--- src/rtl/etwc_pkg.sv ---
package etwc_pkg;
    // bus geometry
    localparam int WB_AW = 8;
    localparam int WB_DW = 32;

    // register byte offsets
    localparam logic [7:0] ADDR_CONTROL = 8'h00;
    localparam logic [7:0] ADDR_COUNT = 8'h04;
    localparam logic [7:0] ADDR_COMPARE = 8'h08;
    localparam logic [7:0] ADDR_FLAGS = 8'h0c;
    localparam logic [7:0] ADDR_CONFIG = 8'h10;

    // timer_control field positions
    localparam int CTL_FORCE_BIT = 7;
    localparam int CTL_WGM_LO_BIT = 6;
    localparam int CTL_COM_HI_BIT = 5;
    localparam int CTL_COM_LO_BIT = 4;
    localparam int CTL_WGM_HI_BIT = 3;
    localparam int CTL_CS_HI_BIT = 2;

    // flag and config bit positions
    localparam int FLG_OVERFLOW_BIT = 0;
    localparam int FLG_MATCH_BIT = 1;
    localparam int CFG_ASYNC_BIT = 0;
    localparam int CFG_PIN_DIR_BIT = 1;

    // waveform modes, high bit first
    localparam logic [1:0] WGM_NORMAL = 2'h0;
    localparam logic [1:0] WGM_PHASE = 2'h1;
    localparam logic [1:0] WGM_CLEAR = 2'h2;
    localparam logic [1:0] WGM_FAST = 2'h3;

    // compare output modes
    localparam logic [1:0] COM_OFF = 2'h0;
    localparam logic [1:0] COM_TOGGLE = 2'h1;
    localparam logic [1:0] COM_CLEAR = 2'h2;
    localparam logic [1:0] COM_SET = 2'h3;

    // counter limits
    localparam logic [7:0] CNT_MAX = 8'hff;
    localparam logic [7:0] CNT_BOTTOM = 8'h00;

    // reset values
    localparam logic [7:0] CONTROL_RST = 8'h00;
    localparam logic [7:0] COUNT_RST = 8'h00;
    localparam logic [7:0] COMPARE_RST = 8'h00;

    // prescaler width and division masks per clock select code
    localparam int PRESC_W = 10;
    localparam logic [9:0] DIV8_MASK = 10'h007;
    localparam logic [9:0] DIV32_MASK = 10'h01f;
    localparam logic [9:0] DIV64_MASK = 10'h03f;
    localparam logic [9:0] DIV128_MASK = 10'h07f;
    localparam logic [9:0] DIV256_MASK = 10'h0ff;
    localparam logic [9:0] DIV1024_MASK = 10'h3ff;
endpackage : etwc_pkg

--- src/rtl/etwc_timer.sv ---
// Functional notes
// - selected timer clock is an enable pulse
// - force strobe applies match action outside PWM
// - forced compare sets no flag, no clear
// - force strobe reads as zero, stores nothing
// - mode bits split: bit 3 high, bit 6
// - top per mode; compare buffered in PWM
// - overflow at MAX, or BOTTOM in phase PWM
// - nonzero output mode overrides normal pin function
// - non-PWM output: off, toggle, clear, set
// - fast PWM: clear/set on match, opposite top
// - phase PWM: action depends on count direction
// - compare equal top: act at top only
// - clock select: stop, 1, 8 ... 1024
// - counter register is read/write by software
// - counter write blocks next timer clock match
// - compare register compared with counter continuously
// - clear-on-match counts to compare then zero
// - fast PWM counts to MAX then clears
// - phase PWM holds MAX once, counts down
// - async select picks external oscillator source
//
// The implementer's own choices: the placing of the registers and the Wishbone slave port.
`timescale 1ns/1ps
module etwc_timer (
    input wire logic clk_i, // 50 MHz i/o clock
    input wire logic rst_i, // sync reset, high
    input wire logic wb_cyc_i, // bus cycle
    input wire logic wb_stb_i, // bus strobe
    input wire logic wb_we_i, // write enable
    input wire logic [etwc_pkg::WB_AW-1:0] wb_adr_i, // byte address
    input wire logic [3:0] wb_sel_i, // byte selects
    input wire logic [etwc_pkg::WB_DW-1:0] wb_dat_i, // write data
    output logic [etwc_pkg::WB_DW-1:0] wb_dat_o, // read data
    output logic wb_ack_o, // bus acknowledge
    input wire logic osc_i, // external oscillator pin
    input wire logic port_data_i, // normal port value
    output logic pin_o, // pin output level
    output logic pin_oe_o, // pin output enable
    output logic overflow_flag_o, // overflow flag
    output logic compare_match_flag_o // compare match flag
);
    import etwc_pkg::*;

    typedef struct packed {
        logic [6:0] ctrl;
        logic [7:0] cnt;
        logic [7:0] ocr;
        logic [7:0] ocr_buf;
        logic up;
        logic wave;
        logic blk;
        logic tov;
        logic ocf;
        logic async_sel;
        logic pin_dir;
        logic [PRESC_W-1:0] presc;
        logic osc_s1;
        logic osc_s2;
        logic osc_s3;
        logic ack;
        logic [WB_DW-1:0] dat;
        logic pin;
        logic pin_oe;
    } etwc_state_t;

    etwc_state_t r;
    etwc_state_t n;

    logic [1:0] wgm;
    logic [1:0] com;
    logic [2:0] cs;
    logic pwm;
    logic src;
    logic div_ok;
    logic tick;
    logic eq;
    logic match;
    logic ign;
    logic acc;
    logic wr;
    logic [7:0] wd;
    logic fwr;
    logic ovf_ev;

    assign wgm = {r.ctrl[CTL_WGM_HI_BIT], r.ctrl[CTL_WGM_LO_BIT]};
    assign com = r.ctrl[CTL_COM_HI_BIT:CTL_COM_LO_BIT];
    assign cs = r.ctrl[CTL_CS_HI_BIT:0];
    assign pwm = wgm[0];
    // oscillator edge from synchronised copies only
    assign src = r.async_sel ? (r.osc_s2 & ~r.osc_s3) : 1'b1;
    assign tick = src & div_ok;
    assign eq = (r.cnt == r.ocr);
    assign match = tick & eq & ~r.blk;
    assign ign = pwm & com[1] & (r.ocr == CNT_MAX);
    assign acc = wb_cyc_i & wb_stb_i & ~r.ack;
    assign wr = acc & wb_we_i & wb_sel_i[0];
    assign wd = wb_dat_i[7:0];
    assign fwr = wr & (wb_adr_i == ADDR_CONTROL) & wd[CTL_FORCE_BIT]
        & ~wd[CTL_WGM_LO_BIT];
    assign ovf_ev = tick & ((wgm == WGM_PHASE)
        ? (~r.up & (r.cnt == CNT_BOTTOM))
        : (r.cnt == CNT_MAX));

    always_comb begin
        case (cs)
            3'h0: div_ok = 1'b0;
            3'h1: div_ok = 1'b1;
            3'h2: div_ok = (r.presc & DIV8_MASK) == '0;
            3'h3: div_ok = (r.presc & DIV32_MASK) == '0;
            3'h4: div_ok = (r.presc & DIV64_MASK) == '0;
            3'h5: div_ok = (r.presc & DIV128_MASK) == '0;
            3'h6: div_ok = (r.presc & DIV256_MASK) == '0;
            default: div_ok = (r.presc & DIV1024_MASK) == '0;
        endcase
    end

    always_comb begin
        n = r;
        n.osc_s1 = osc_i;
        n.osc_s2 = r.osc_s1;
        n.osc_s3 = r.osc_s2;
        if (src) begin
            n.presc = r.presc + 1'b1;
        end
        n.ack = acc;

        // counting sequence per mode
        if (tick) begin
            n.blk = 1'b0;
            case (wgm)
                WGM_NORMAL: begin
                    n.cnt = r.cnt + 1'b1;
                    if (r.cnt == CNT_MAX) begin
                        n.tov = 1'b1;
                    end
                end
                WGM_CLEAR: begin
                    if (match) begin
                        n.cnt = CNT_BOTTOM;
                    end else begin
                        n.cnt = r.cnt + 1'b1;
                    end
                    if (r.cnt == CNT_MAX) begin
                        n.tov = 1'b1;
                    end
                end
                WGM_FAST: begin
                    n.cnt = r.cnt + 1'b1;
                    if (r.cnt == CNT_MAX) begin
                        n.tov = 1'b1;
                        n.ocr = r.ocr_buf;
                    end
                end
                default: begin
                    if (r.up) begin
                        if (r.cnt == CNT_MAX) begin
                            n.up = 1'b0;
                            n.cnt = r.cnt - 1'b1;
                            n.ocr = r.ocr_buf;
                        end else begin
                            n.cnt = r.cnt + 1'b1;
                        end
                    end else if (r.cnt == CNT_BOTTOM) begin
                        n.up = 1'b1;
                        n.cnt = r.cnt + 1'b1;
                        n.tov = 1'b1;
                    end else begin
                        n.cnt = r.cnt - 1'b1;
                    end
                end
            endcase
        end

        // waveform on a real match
        if (match) begin
            n.ocf = 1'b1;
            if (!pwm) begin
                case (com)
                    COM_TOGGLE: n.wave = ~r.wave;
                    COM_CLEAR: n.wave = 1'b0;
                    COM_SET: n.wave = 1'b1;
                    default: n.wave = r.wave;
                endcase
            end else if (com[1] && !ign) begin
                if (wgm == WGM_FAST) begin
                    n.wave = com[0];
                end else begin
                    n.wave = r.up ? com[0] : ~com[0];
                end
            end
        end

        // action at top
        if (tick && pwm && com[1] && r.cnt == CNT_MAX) begin
            if (wgm == WGM_FAST) begin
                n.wave = ~com[0];
            end else if (ign && r.up) begin
                n.wave = ~com[0];
            end
        end

        // forced compare: output only
        if (fwr) begin
            case (wd[CTL_COM_HI_BIT:CTL_COM_LO_BIT])
                COM_TOGGLE: n.wave = ~r.wave;
                COM_CLEAR: n.wave = 1'b0;
                COM_SET: n.wave = 1'b1;
                default: n.wave = r.wave;
            endcase
        end

        // register writes
        if (wr) begin
            if (wb_adr_i == ADDR_CONTROL) begin
                n.ctrl = wd[6:0];
            end else if (wb_adr_i == ADDR_COUNT) begin
                n.cnt = wd;
                n.blk = 1'b1;
            end else if (wb_adr_i == ADDR_COMPARE) begin
                n.ocr_buf = wd;
            end else if (wb_adr_i == ADDR_FLAGS) begin
                // write one clears, a new event wins
                if (wd[FLG_OVERFLOW_BIT] && !ovf_ev) begin
                    n.tov = 1'b0;
                end
                if (wd[FLG_MATCH_BIT] && !match) begin
                    n.ocf = 1'b0;
                end
            end else if (wb_adr_i == ADDR_CONFIG) begin
                n.async_sel = wd[CFG_ASYNC_BIT];
                n.pin_dir = wd[CFG_PIN_DIR_BIT];
            end
        end
        if (!n.ctrl[CTL_WGM_LO_BIT]) begin
            n.ocr = n.ocr_buf;
        end

        // register reads
        n.dat = '0;
        if (acc && !wb_we_i) begin
            if (wb_adr_i == ADDR_CONTROL) begin
                n.dat[6:0] = r.ctrl;
            end else if (wb_adr_i == ADDR_COUNT) begin
                n.dat[7:0] = r.cnt;
            end else if (wb_adr_i == ADDR_COMPARE) begin
                n.dat[7:0] = r.ocr_buf;
            end else if (wb_adr_i == ADDR_FLAGS) begin
                n.dat[FLG_OVERFLOW_BIT] = r.tov;
                n.dat[FLG_MATCH_BIT] = r.ocf;
            end else if (wb_adr_i == ADDR_CONFIG) begin
                n.dat[CFG_ASYNC_BIT] = r.async_sel;
                n.dat[CFG_PIN_DIR_BIT] = r.pin_dir;
            end
        end

        // pin override when output mode nonzero
        if (n.ctrl[CTL_COM_HI_BIT:CTL_COM_LO_BIT] != COM_OFF) begin
            n.pin = n.wave;
        end else begin
            n.pin = port_data_i;
        end
        n.pin_oe = n.pin_dir;
    end

    always_ff @(posedge clk_i) begin
        if (rst_i) begin
            r <= '0;
            r.up <= 1'b1;
        end else begin
            r <= n;
        end
    end

    assign wb_dat_o = r.dat;
    assign wb_ack_o = r.ack;
    assign pin_o = r.pin;
    assign pin_oe_o = r.pin_oe;
    assign overflow_flag_o = r.tov;
    assign compare_match_flag_o = r.ocf;
endmodule : etwc_timer

--- config.mk ---
export PLATFORM = sky130hd
export DESIGN_NAME = etwc_timer
export DESIGN_NICKNAME = d
export VERILOG_FILES = /design/src/rtl/etwc_pkg.sv /design/src/rtl/etwc_timer.sv
export SDC_FILE = /design/constraint.sdc
export NUM_CORES = 1
export LEC_CHECK = 0
export ABC_CLOCK_PERIOD_IN_PS = 3200
export BUFFER_PORTS_ARGS = -buffer_cell sky130_fd_sc_hd__buf_2
export CORE_MARGIN = 2
export CORE_UTILIZATION = 55
export DETAILED_ROUTE_END_ITERATION = 8
export PLACE_DENSITY_LB_ADDON = 0.08
export SYNTH_ARGS = -nofsm -noshare
export SYNTH_HDL_FRONTEND = slang
export SYNTH_SLANG_ARGS = --single-unit
--- constraint.sdc ---
create_clock -name clk_i -period 3.2 [get_ports clk_i]
set_input_delay 0.16 -clock clk_i [delete_from_list [all_inputs] [get_ports clk_i]]
set_output_delay 0.16 -clock clk_i [all_outputs]
set_load 0.01 [all_outputs]
==> implementation parameters, run 1 <==
Parameter                              Value

Die
  Placeable core area    between 6000 and 7000 um2
  Vertical extent of the die    88.1 um
  Io pins    88
  Number of rows created at floorplan    30
  Die area    ~7800 um2
  Die width    88.1 um
  Initial Util    a little under three fifths

Place
  Routability-driven placement congestion ratio    just over 0.9
  Count of buffers inserted at the top-level ports    36
  Post-detail-place hpwl    ~7400 um
  Cell total after placement    between 500 and 600

Synth
  Main synth FF type    sky130_fd_sc_hd__dfxtp_1
  Library cell with the largest summed area after synthesis    sky130_fd_sc_hd__dfxtp_1
  Share of synthesized flip-flops with an asynchronous set or reset    0%
  Warnings from Yosys    0
  Synth area leaders    sky130_fd_sc_hd__dfxtp_1, sky130_fd_sc_hd__buf_4, sky130_fd_sc_hd__nor2_1
  Synth Instances    480
  Most instantiated library cell after synthesis    sky130_fd_sc_hd__dfxtp_1
  Post-synthesis cell type count    67
  Commonest cells post-synth    sky130_fd_sc_hd__dfxtp_1, sky130_fd_sc_hd__nor2_1, sky130_fd_sc_hd__buf_4, sky130_fd_sc_hd__nand2_1
  Share of the yosys chip area belonging to registers    between 30% and 40%
  Summed instance area of the synthesized netlist    between 3000 and 4000 um2
  Synth top area share    a little under a third
  Synthesized flop and latch total    between 60 and 70
  Mean Syn Cell Area    a little over 8 um2
  Number of enable flip-flop cells after synthesis    0

Cells and area
  Final #Nets    560
  Antenna fix cells    0
  Filler instances    658
  Multi-input logic area    2340 um2
  Layout overhead on the synthesized area    7.94%
  Sequential cell area    approximately 1200 um2
  Number of non-filler instances in the completed layout    about 600
  Share of final-layout standard cells stronger than drive strength 1    between 10% and 20%

Setup path
  Kind of capture point of the worst setup path    flop
  Worst setup path class    reg -> reg
  Data required time of the critical path    3490 ps
  Critical path data arrival time    between 2000 and 3000 ps
  Crit path launch type    flop
  Maximum fanout along the worst path    8

GRT
  Overall track demand over capacity in global routing    a little over a quarter
  Largest net degree at the start of global routing    31
  Global-route wire length before repair    roughly 16000 um
  Via count of the first global-routing pass    3139
  Residual overflow from global routing    0
  Antenna violations before repair    0

Run
  Max_cap viols    0

STA
  Number of max-slew violations in the final report    0
  Tmin final    ~2700 ps
  RSZ-0062 raised after global routing    no
  Upper clock frequency limit    between 300 and 400 MHz
  Period utilisation layout    about 83%
  Final count of negative-setup-slack endpoints    0
  Number of hold violations in the final report    0
  Total Neg Setup Slack    0 ps
  Transition time of the tightest slew-check pin    ~670 ps
  Tightest slew margin relative to the limit    between 50% and 60%
  Final Skew    8.25 ps

Clock tree
  CTS max path bufs    2
  CTS Sinks    between 60 and 70
  Number of gates given a new drive strength after cts    0
  CTS Hold Bufs    0
  Register clock-pin slew on the reported worst setup and hold paths    ~70 ps
  Total number of H-tree levels    3
  Buffers inserted during post-CTS setup optimization    0
  Clock Root Buffer    sky130_fd_sc_hd__clkbuf_8
  Clk_lat worst skew    350 ps
  TritonCTS clock tree    done
  Total clock buffers created by CTS    9

Route
  Overall via count from detail_route    roughly 3600
  Avg Vias per Cell    5.93
  Routed wire length per instance    roughly 17 um
  Drt first-iter violations    approximately 330
  Number of iterations in the first detailed-routing pass    5
  DRC violation count after routing    0
  Routed Wire Length    10100 um
  ANT nets after route    0

Worst hold path
  Tightest Hold Check Type    in -> reg

Power and ir drop
  Power density relative to cell area    approximately 390 nW/um2
  Worst ir drop on vdd    approximately 0.00023 V
  Leak    ~1.8 nW

Run status
  Status    finished clean
## worst max-delay path, stage by stage, from the launching register on
cell and delay [ps]:
sky130_fd_sc_hd__dfxtp_1 410, sky130_fd_sc_hd__inv_1 180, sky130_fd_sc_hd__ha_1 180, sky130_fd_sc_hd__or3b_2 550
sky130_fd_sc_hd__o21ba_2 280, sky130_fd_sc_hd__o21ai_2 220, sky130_fd_sc_hd__mux2_2 370, sky130_fd_sc_hd__or3b_1 340
sky130_fd_sc_hd__nand3_1 70
## per-stage QoR
| step | utilization [%] | setup slack, ps | area [um2] | hold slack [ps] | total power (W) |
|---|---|---|---|---|---|
| 2_1_floorplan | - | 770 | 3980 | 269 | 0.000863 |
| 3_3_place_gp | 58.3 | 622 | 3980 | 375 | 0.000878 |
| 3_5_place_dp | 58.3 | 581 | 3980 | 379 | 0.000880 |
| 4_1_cts | 61.5 | 563 | 4200 | 15.2 | 0.00165 |
| 5_1_grt | 61.5 | 418 | 4200 | 21.9 | 0.00169 |
| 6_report | 61.5 | 529 | 4200 | 29.3 | 0.00164 |
## layer usage
layer / track usage (%) / vias up / share of wire (%)
met3: 5.18 / 24 / 7.7
li1: - / 1707 / -
met5: 0 / - / 0
met2: 40.8 / 163 / 44
met4: 12.5 / 0 / 2.2
met1: 37.3 / 1669 / 46
## registers in the layout, indices dropped and copies added, names as in the netlist
register / flops
com: 2
compare_match_flag_o: 1
cs: 3
n: 2
overflow_flag_o: 1
pin_o: 1
pin_oe_o: 1
pwm: 1
r: 40
wb_ack_o: 1
wb_dat_o: 8
## kinds of logic after synthesis
group	after synthesis	share of synthesized area, %
buf+inv	75	10.7
xor+xnor	21	4.73
simple gates	197	27.3
mux	24	6.46
fa+ha+maj	9	2.89
flops	61	31.4
compound gates	92	16.4
other cells	1	0.0964
## final timing paths
| check | cells past startpoint | endpoint | start | slack, ps |
|---|---|---|---|---|
| min | 2 | n[36]$_SDFF_PP0_ | osc_i | 30 |
| min reg2reg | 1 | n[35]$_SDFF_PP0_ | n[36]$_SDFF_PP0_ | 440 |
| max reg2reg | 8 | r[75]$_SDFF_PP0_ | r[71]$_SDFF_PP0_ | 530 |
| max | 8 | r[75]$_SDFF_PP0_ | r[71]$_SDFF_PP0_ | 530 |
## report_power, final
part	leakage (nW)	total, W	internal, W	switching, W
clock network	0.108	0.000779	0.000463	0.000317
logic	1.16	0.0000955	0.0000290	0.0000665
registers	0.493	0.000769	0.000765	0.00000388
total	1.76	0.00164	0.00126	0.000387
## cell type report
cell class                 instances  share of cell area (%)
sequential                        61                    29.1
inverter                          18                    1.61
tap                               96                    2.86
multi-input combinational        367                    55.7
clock buffer                      13                    3.55
timing repair buffer              43                    5.54
clock inverter                     3                    1.64
## placed cells by master, fill, tap and decap left out, types with 9 or more instances in the layout
cell type / Yosys / layout
sky130_fd_sc_hd__clkbuf_8: 0 / 10
sky130_fd_sc_hd__buf_2: 4 / 36
sky130_fd_sc_hd__ha_1: 9 / 9
sky130_fd_sc_hd__a21oi_1: 14 / 14
sky130_fd_sc_hd__conb_1: 1 / 24
sky130_fd_sc_hd__nand2_1: 23 / 23
sky130_fd_sc_hd__mux2i_1: 17 / 17
sky130_fd_sc_hd__nor2_1: 60 / 60
sky130_fd_sc_hd__and3_1: 9 / 9
sky130_fd_sc_hd__nor3_1: 20 / 20
sky130_fd_sc_hd__o21ai_0: 18 / 18
sky130_fd_sc_hd__nor2b_1: 9 / 9
sky130_fd_sc_hd__xor2_1: 9 / 9
sky130_fd_sc_hd__nand3_1: 20 / 20
sky130_fd_sc_hd__xnor2_1: 12 / 12
sky130_fd_sc_hd__inv_1: 18 / 18
sky130_fd_sc_hd__dfxtp_1: 61 / 61
No activity file was read; power rests on OpenSTA's default activity.
==> run 2, diff against run 1 <==
Settings changed: ABC_AREA set to 1, ABC_CLOCK_PERIOD_IN_PS 3200 to 2200, CORE_UTILIZATION 55 to 49.
Clock period 3.2 ns to 2.2 ns, I/O delays scaled along.
==> run 2 against run 1 <==
  * Clock-buffer cell count decreased by 4
  * Sequential power increased by 46%
  * Setup slack got worse by 340 ps
  * Final cell count increased by 21%
  * Utilization decreased by 5.2 points
  * Critical path depth increased by 5
  * Worst hold slack got worse by 22 ps
  * Clock skew increased by 2.6 ps
  * Final area increased by 2.0%
  * Fmax increased by 33%
  * First-iteration DRC count decreased by 40%
  * Synthesized cell count increased by 20%
  * Largest power group is now sequential cells
  * Highest routed layer unchanged
==> implementation parameters, run 2 <==
Parameter                              Value

Cells and area
  Share of final-layout standard cells stronger than drive strength 1    14.7% (-2.0 points)
  Most frequent standard cell in the layout excluding fill and tap cells    sky130_fd_sc_hd__nand2_1
  Layout overhead on the synthesized area    12.5%
  Reg with most FFs    r
  Number of non-filler instances in the completed layout    729 (+21%)
  Antenna fix cells    0 (unchanged)
  Non-Filler Cell Area, Final    4280 um2 (+2.0%)
  Final #Nets    682 (+22%)
  Most frequent cells in the layout    sky130_fd_sc_hd__nand2_1, sky130_fd_sc_hd__nor2_1, sky130_fd_sc_hd__inv_1
  Flip-flop count of the largest register after layout    40 (unchanged)

GRT
  Residual overflow from global routing    0 (unchanged)
  Global-route wire length before repair    16700 um (+5.0%)
  Largest net degree at the start of global routing    29 (-6.5%)
  Antenna violations before repair    0 (unchanged)
  Via count of the first global-routing pass    3376 (+7.6%)
  Overall track demand over capacity in global routing    25.3% (-1.7 points)

Synth
  Synthesized flop and latch total    61 (unchanged)
  Commonest cells post-synth    sky130_fd_sc_hd__nand2_1, sky130_fd_sc_hd__nor2_1, sky130_fd_sc_hd__inv_1, sky130_fd_sc_hd__dfxtp_1, sky130_fd_sc_hd__a21oi_1
  Share of the yosys chip area belonging to registers    32.1% (+0.68 points)
  Most instantiated library cell after synthesis    sky130_fd_sc_hd__nand2_1
  Mean Syn Cell Area    6.62 um2 (-18%)
  Synth top area share    32.1% (+0.68 points)
  Summed instance area of the synthesized netlist    3810 um2 (-2.1%)
  Warnings from Yosys    0 (unchanged)
  Synth Instances    575 (+20%)
  Main synth FF type    sky130_fd_sc_hd__dfxtp_1
  Number of enable flip-flop cells after synthesis    0 (unchanged)
  Share of synthesized flip-flops with an asynchronous set or reset    0% (unchanged)
  Synth area leaders    sky130_fd_sc_hd__dfxtp_1, sky130_fd_sc_hd__nand2_1, sky130_fd_sc_hd__nor2_1
  Library cell with the largest summed area after synthesis    sky130_fd_sc_hd__dfxtp_1
  Post-synthesis cell type count    40 (-40%)

Route
  DRC violation count after routing    0 (unchanged)
  ANT nets after route    0 (unchanged)
  Number of iterations in the first detailed-routing pass    5 (unchanged)
  Avg Vias per Cell    5.17 (-13%)
  Overall via count from detail_route    3768 (+5.8%)
  Drt first-iter violations    196 (-40%)
  Routed Wire Length    10400 um (+2.9%)
  Routed wire length per instance    14.3 um (-15%)

Worst hold path
  Tightest Hold Check Type    in -> reg

STA
  Tmin final    2010 ps (-659 ps)
  Number of max-slew violations in the final report    0 (unchanged)
  Total Neg Setup Slack    0 ps (unchanged)
  Final Skew    10.8 ps (+2.58 ps)
  Period utilisation layout    91.4% (+8.0 points)
  Upper clock frequency limit    497 MHz (+33%)
  Hold slack final    6.96 ps (-22.3 ps)
  Transition time of the tightest slew-check pin    820 ps (+147 ps)
  RSZ-0062 raised after global routing    no
  Number of hold violations in the final report    0 (unchanged)
  Final count of negative-setup-slack endpoints    0 (unchanged)
  Tightest slew margin relative to the limit    45.0% (-10 points)

Power and ir drop
  Part of the power in the clock network    45.2% (-2.2 points)
  Fraction of power consumed by combinational cells    5.8% (about the same)
  Internal power    0.00168 W (+33%)
  Sw power    0.000602 W (+55%)
  Power density relative to cell area    532 nW/um2 (+36%)
  Relative contribution of sequential cells to total power    49.0% (+2.2 points)
  Share of total power consumed by net switching    26.4% (+2.9 points)
  Worst ir drop on vdd    0.000420 V (+86%)
  Leak    1.88 nW (+6.8%)

Die
  Placeable core area    7610 um2 (+11%)
  Number of rows created at floorplan    32 (+6.7%)
  Initial Util    50.0% (-6.9 points)
  Die area    8490 um2 (+9.4%)
  Vertical extent of the die    92.2 um (+4.6%)
  Io pins    88 (unchanged)
  Die width    92.2 um (+4.6%)

Run
  Max_cap viols    0 (unchanged)

Clock tree
  TritonCTS clock tree    done
  Clk_lat worst skew    350 ps (about the same)
  Total clock buffers created by CTS    9 (unchanged)
  Register clock-pin slew on the reported worst setup and hold paths    80 ps (about the same)
  CTS max path bufs    2 (unchanged)
  Clock Root Buffer    sky130_fd_sc_hd__clkbuf_8
  Total number of H-tree levels    3 (unchanged)
  CTS Sinks    61 (unchanged)

Setup path
  Maximum fanout along the worst path    4 (-4)
  Kind of capture point of the worst setup path    flop
  Crit path launch type    flop
  Data required time of the critical path    2430 ps (-1060 ps)
  Worst setup path class    reg -> reg
  Critical path data arrival time    2240 ps (-720 ps)

Place
  Cell total after placement    711 (+22%)
  Routability-driven placement congestion ratio    0.925 (-0.96%)
  Dpl cell area    4060 um2 (+1.9%)
  Post-detail-place hpwl    7860 um (+6.1%)
  Count of buffers inserted at the top-level ports    36 (unchanged)

Run status
  Status    finished clean
run 2: final timing paths:
check,cells after the start,end,slack [ps],startpoint
max,13,r[76]$_SDFF_PP0_,190,r[38]$_SDFFE_PP0P_
min reg2reg,2,n[35]$_SDFF_PP0_,410,n[36]$_SDFF_PP0_
max reg2reg,13,r[76]$_SDFF_PP0_,190,r[38]$_SDFFE_PP0P_
min,3,wb_ack_o$_SDFF_PP0_,7,wb_cyc_i
run 2: cell families (layout without fill, tap and decap cells):
kind of cell | count (synthesis) | in the layout | share of synthesized area [%]
adders and majority gates | 9 | 9 | 2.96
and+or+nand+nor | 260 | 260 | 29.8
buffers and inverters | 118 | 147 | 15.0
AOI/OAI and AO/OA | 108 | 108 | 15.9
xor gates and xnor gates | 18 | 18 | 4.14
DFF | 61 | 61 | 32.1
other | 1 | 24 | 0.0985
run 2: cell type report:
class	instances	area, um2
clock buffer	9	124
clock inverter	7	75.1
fill	777	3330
inverter	72	270
multi-input combinational	419	2100
sequential	61	1220
tap	102	128
timing repair buffer	59	358
run 2: power by group through the flow:
stage / combinational [W] / sequential, W / clock [W]
after global routing: 0.000149 / 0.00112 / 0.00109
after CTS: 0.000131 / 0.00112 / 0.00104
after global placement: 0.000126 / 0.00114 / 0
after detailed placement: 0.000128 / 0.00114 / 0
after floorplan: 0.000106 / 0.00114 / 0
final: 0.000133 / 0.00112 / 0.00103
run 2: critical path, stage by stage, from the launching register on:
cell and delay (ps):
sky130_fd_sc_hd__dfxtp_1 320, sky130_fd_sc_hd__inv_1 100, sky130_fd_sc_hd__ha_1 160, sky130_fd_sc_hd__inv_1 40, sky130_fd_sc_hd__nor2_1 110, sky130_fd_sc_hd__o21ai_0 120
sky130_fd_sc_hd__a21oi_2 180, sky130_fd_sc_hd__nand3_1 270, sky130_fd_sc_hd__nand2_1 160, sky130_fd_sc_hd__nand2_1 140, sky130_fd_sc_hd__nand2_1 90, sky130_fd_sc_hd__nand2_1 50
sky130_fd_sc_hd__nand2_1 80, sky130_fd_sc_hd__a21oi_1 60
run 2: repair_timing:
action | 4_1_cts | 5_1_grt
hold buffers | 2 | 0
hold endpoints to repair | 2 | 0
buffers inserted | 0 | 0
endpoints found under the setup margin | 0 | 3
gates resized for setup | 0 | 2
run 2: routing by layer:
| layer | vias to the layer above | part of all wire, % | global-route usage (%) | wire (um) |
|---|---|---|---|---|
| met5 | - | 0 | 0 | 0 |
| met4 | 0 | 2.0 | 9.83 | 213 |
| met3 | 23 | 5.1 | 3.04 | 534 |
| met2 | 133 | 47 | 41.9 | 4920 |
| met1 | 1720 | 46 | 33.8 | 4770 |
| li1 | 1892 | - | - | - |
run 2: stage by stage:
step           util (%)  total power [W]  setup WS, ps
2_1_floorplan         -          0.00125           380
3_3_place_gp       53.4          0.00127           218
3_5_place_dp       53.4          0.00127           217
4_1_cts            56.2          0.00229           195
5_1_grt            56.3          0.00236          5.90
6_report           56.3          0.00228           189
==> run 3, diff against run 2 <==
Settings changed: SETUP_SLACK_MARGIN set to 0.5.
==> run 3 against run 2 <==
  * Clock power is 6% lower
  * Register-to-register slack gained 220 ps
  * Worst hold slack improved by 5.7 ps
  * Final area grew 11%
  * Flip-flop and latch count did not move
  * Sequential share of layout area down 2.5 points
  * Critical path type unchanged
  * Highest routed layer unchanged
==> implementation parameters, run 3 (synthesis results as in run 2) <==
Parameter                              Value

Die
  Number of rows created at floorplan    32 (unchanged)
  Vertical extent of the die    92.2 um (unchanged)
  Die area    8490 um2 (unchanged)
  Die width    92.2 um (unchanged)
  Placeable core area    7610 um2 (unchanged)
  Io pins    88 (unchanged)
  Initial Util    50.0% (unchanged)

Power and ir drop
  Power Total    0.00224 W (-1.8%)
  Leak    2.07 nW (+10%)
  Worst ir drop on vdd    0.000391 V (-6.9%)
  Power density relative to cell area    469 nW/um2 (-12%)

Route
  Top layer reached by signal wires    met4
  Drt first-iter violations    238 (+21%)
  Routed wire length per instance    14.2 um (-0.78%)
  Overall via count from detail_route    3810 (+1.1%)
  DRC violation count after routing    0 (unchanged)
  Routed Wire Length    10600 um (+1.9%)
  Avg Vias per Cell    5.09 (-1.6%)
  Number of iterations in the first detailed-routing pass    5 (unchanged)
  Routed metal-1 wirelength    4830 um (+1.4%)
  Met3 wire len    654 um (+22%)
  Routed wl met2    5020 um (+2.1%)
  ANT nets after route    0 (unchanged)

Worst hold path
  Tightest Hold Check Type    in -> reg
  Hold Path Depth    2 (-1)

STA
  Period utilisation layout    81.2% (-10 points)
  Final Skew    15.4 ps (+4.60 ps)
  Number of hold violations in the final report    0 (unchanged)
  Number of max-slew violations in the final report    0 (unchanged)
  Total Neg Setup Slack    0 ps (unchanged)
  Tightest slew margin relative to the limit    46.2% (+1.2 points)
  RSZ-0062 raised after global routing    yes
  Upper clock frequency limit    560 MHz (+13%)
  Tmin final    1790 ps (-225 ps)
  Final count of negative-setup-slack endpoints    0 (unchanged)
  Transition time of the tightest slew-check pin    803 ps (-17.3 ps)

Setup path
  Crit path launch type    flop
  Critical path data arrival time    2050 ps (-190 ps)
  Count of cells along the worst register-to-register path    15 (+2)
  Worst setup path class    reg -> reg
  Maximum fanout along the worst path    6 (+2)
  Data required time of the critical path    2470 ps (+40 ps)
  Kind of capture point of the worst setup path    flop

Cells and area
  Reg with most FFs    r
  Layout overhead on the synthesized area    25.2%
  Share of final-layout standard cells stronger than drive strength 1    27.5% (+13 points)
  Final #Nets    703 (+3.1%)
  Flip-flop count of the largest register after layout    40 (unchanged)
  Most frequent standard cell in the layout excluding fill and tap cells    sky130_fd_sc_hd__nand2_1
  Most frequent cells in the layout    sky130_fd_sc_hd__nand2_1, sky130_fd_sc_hd__nor2_1, sky130_fd_sc_hd__inv_1
  Antenna fix cells    0 (unchanged)

Run status
  Status    finished clean

Clock tree
  TritonCTS clock tree    done
  CTS max path bufs    2 (unchanged)
  Register clock-pin slew on the reported worst setup and hold paths    70 ps (about the same)
  Clock Root Buffer    sky130_fd_sc_hd__clkbuf_8
  Total clock buffers created by CTS    9 (unchanged)
  CTS Sinks    61 (unchanged)
  Total number of H-tree levels    3 (unchanged)
  Clk_lat worst skew    340 ps (about the same)

Place
  Routability-driven placement congestion ratio    0.942 (+1.9%)
  Count of buffers inserted at the top-level ports    36 (unchanged)
  Post-detail-place hpwl    7790 um (-0.87%)

GRT
  Antenna violations before repair    0 (unchanged)
  Largest net degree at the start of global routing    29 (unchanged)
  Via count of the first global-routing pass    3472 (+2.8%)
  Residual overflow from global routing    0 (unchanged)
  Global-route wire length before repair    17200 um (+2.9%)
  Overall track demand over capacity in global routing    25.9% (+0.57 points)

Run
  Max_cap viols    0 (unchanged)
run 3: what timing repair did:
item | in CTS | in global routing
buffers inserted | 13 | 12
hold buffers | 1 | 0
resized for setup | 47 | 50
setup endpoints to repair | 21 | 23
hold endpoints to repair | 1 | 0
pin swaps | 15 | 29
run 3: final timing paths:
kind,slack (ps),end,startpoint
min reg2reg,410,n[35]$_SDFF_PP0_,n[36]$_SDFF_PP0_
min,10,wb_ack_o$_SDFF_PP0_,rst_i
max reg2reg,410,r[65]$_SDFFE_PP0P_,r[38]$_SDFFE_PP0P_
max,410,r[65]$_SDFFE_PP0P_,r[38]$_SDFFE_PP0P_
run 3: area by class of cell:
| type | count | area, um2 |
|---|---|---|
| clock buffer | 11 | 141 |
| clock inverter | 4 | 48.8 |
| fill | 707 | 2840 |
| inverter | 72 | 277 |
| multi-input combinational | 419 | 2390 |
| sequential | 61 | 1240 |
| tap | 102 | 128 |
| timing repair buffer | 80 | 539 |
run 3: critical path: stages (launching register included):
cell and delay (ps):
sky130_fd_sc_hd__dfxtp_2 320, sky130_fd_sc_hd__inv_2 70, sky130_fd_sc_hd__ha_4 130, sky130_fd_sc_hd__inv_2 40, sky130_fd_sc_hd__nor2_4 80, sky130_fd_sc_hd__o21ai_2 60, sky130_fd_sc_hd__a21oi_2 170, sky130_fd_sc_hd__buf_4 150
sky130_fd_sc_hd__nand2_4 70, sky130_fd_sc_hd__inv_4 70, sky130_fd_sc_hd__nand2_4 70, sky130_fd_sc_hd__nor2_4 170, sky130_fd_sc_hd__inv_2 80, sky130_fd_sc_hd__nor2_2 110, sky130_fd_sc_hd__nor3_2 50, sky130_fd_sc_hd__nor2_1 70
run 3: report_power, final:
group          switching [W]  internal [W]
combinational       0.000101     0.0000493
clock               0.000424      0.000546
sequential        0.00000565       0.00111
run 3: metrics by stage:
stage	setup slack, ps	hold slack [ps]	utilization [%]	cell area (um2)	cells
2_1_floorplan	503	217	-	3900	598
3_3_place_gp	214	321	53.2	4050	708
3_5_place_dp	199	332	53.2	4050	708
4_1_cts	371	2.62	58.9	4480	737
5_1_grt	281	22.6	62.6	4770	749
6_report	414	12.7	62.6	4770	749
run 3: layer usage:
layer | vias up | track usage, %
met3 | 9 | 4.27
met5 | - | 0
li1 | 1931 | -
met1 | 1739 | 35.6
met4 | 0 | 6.84
met2 | 131 | 42.3
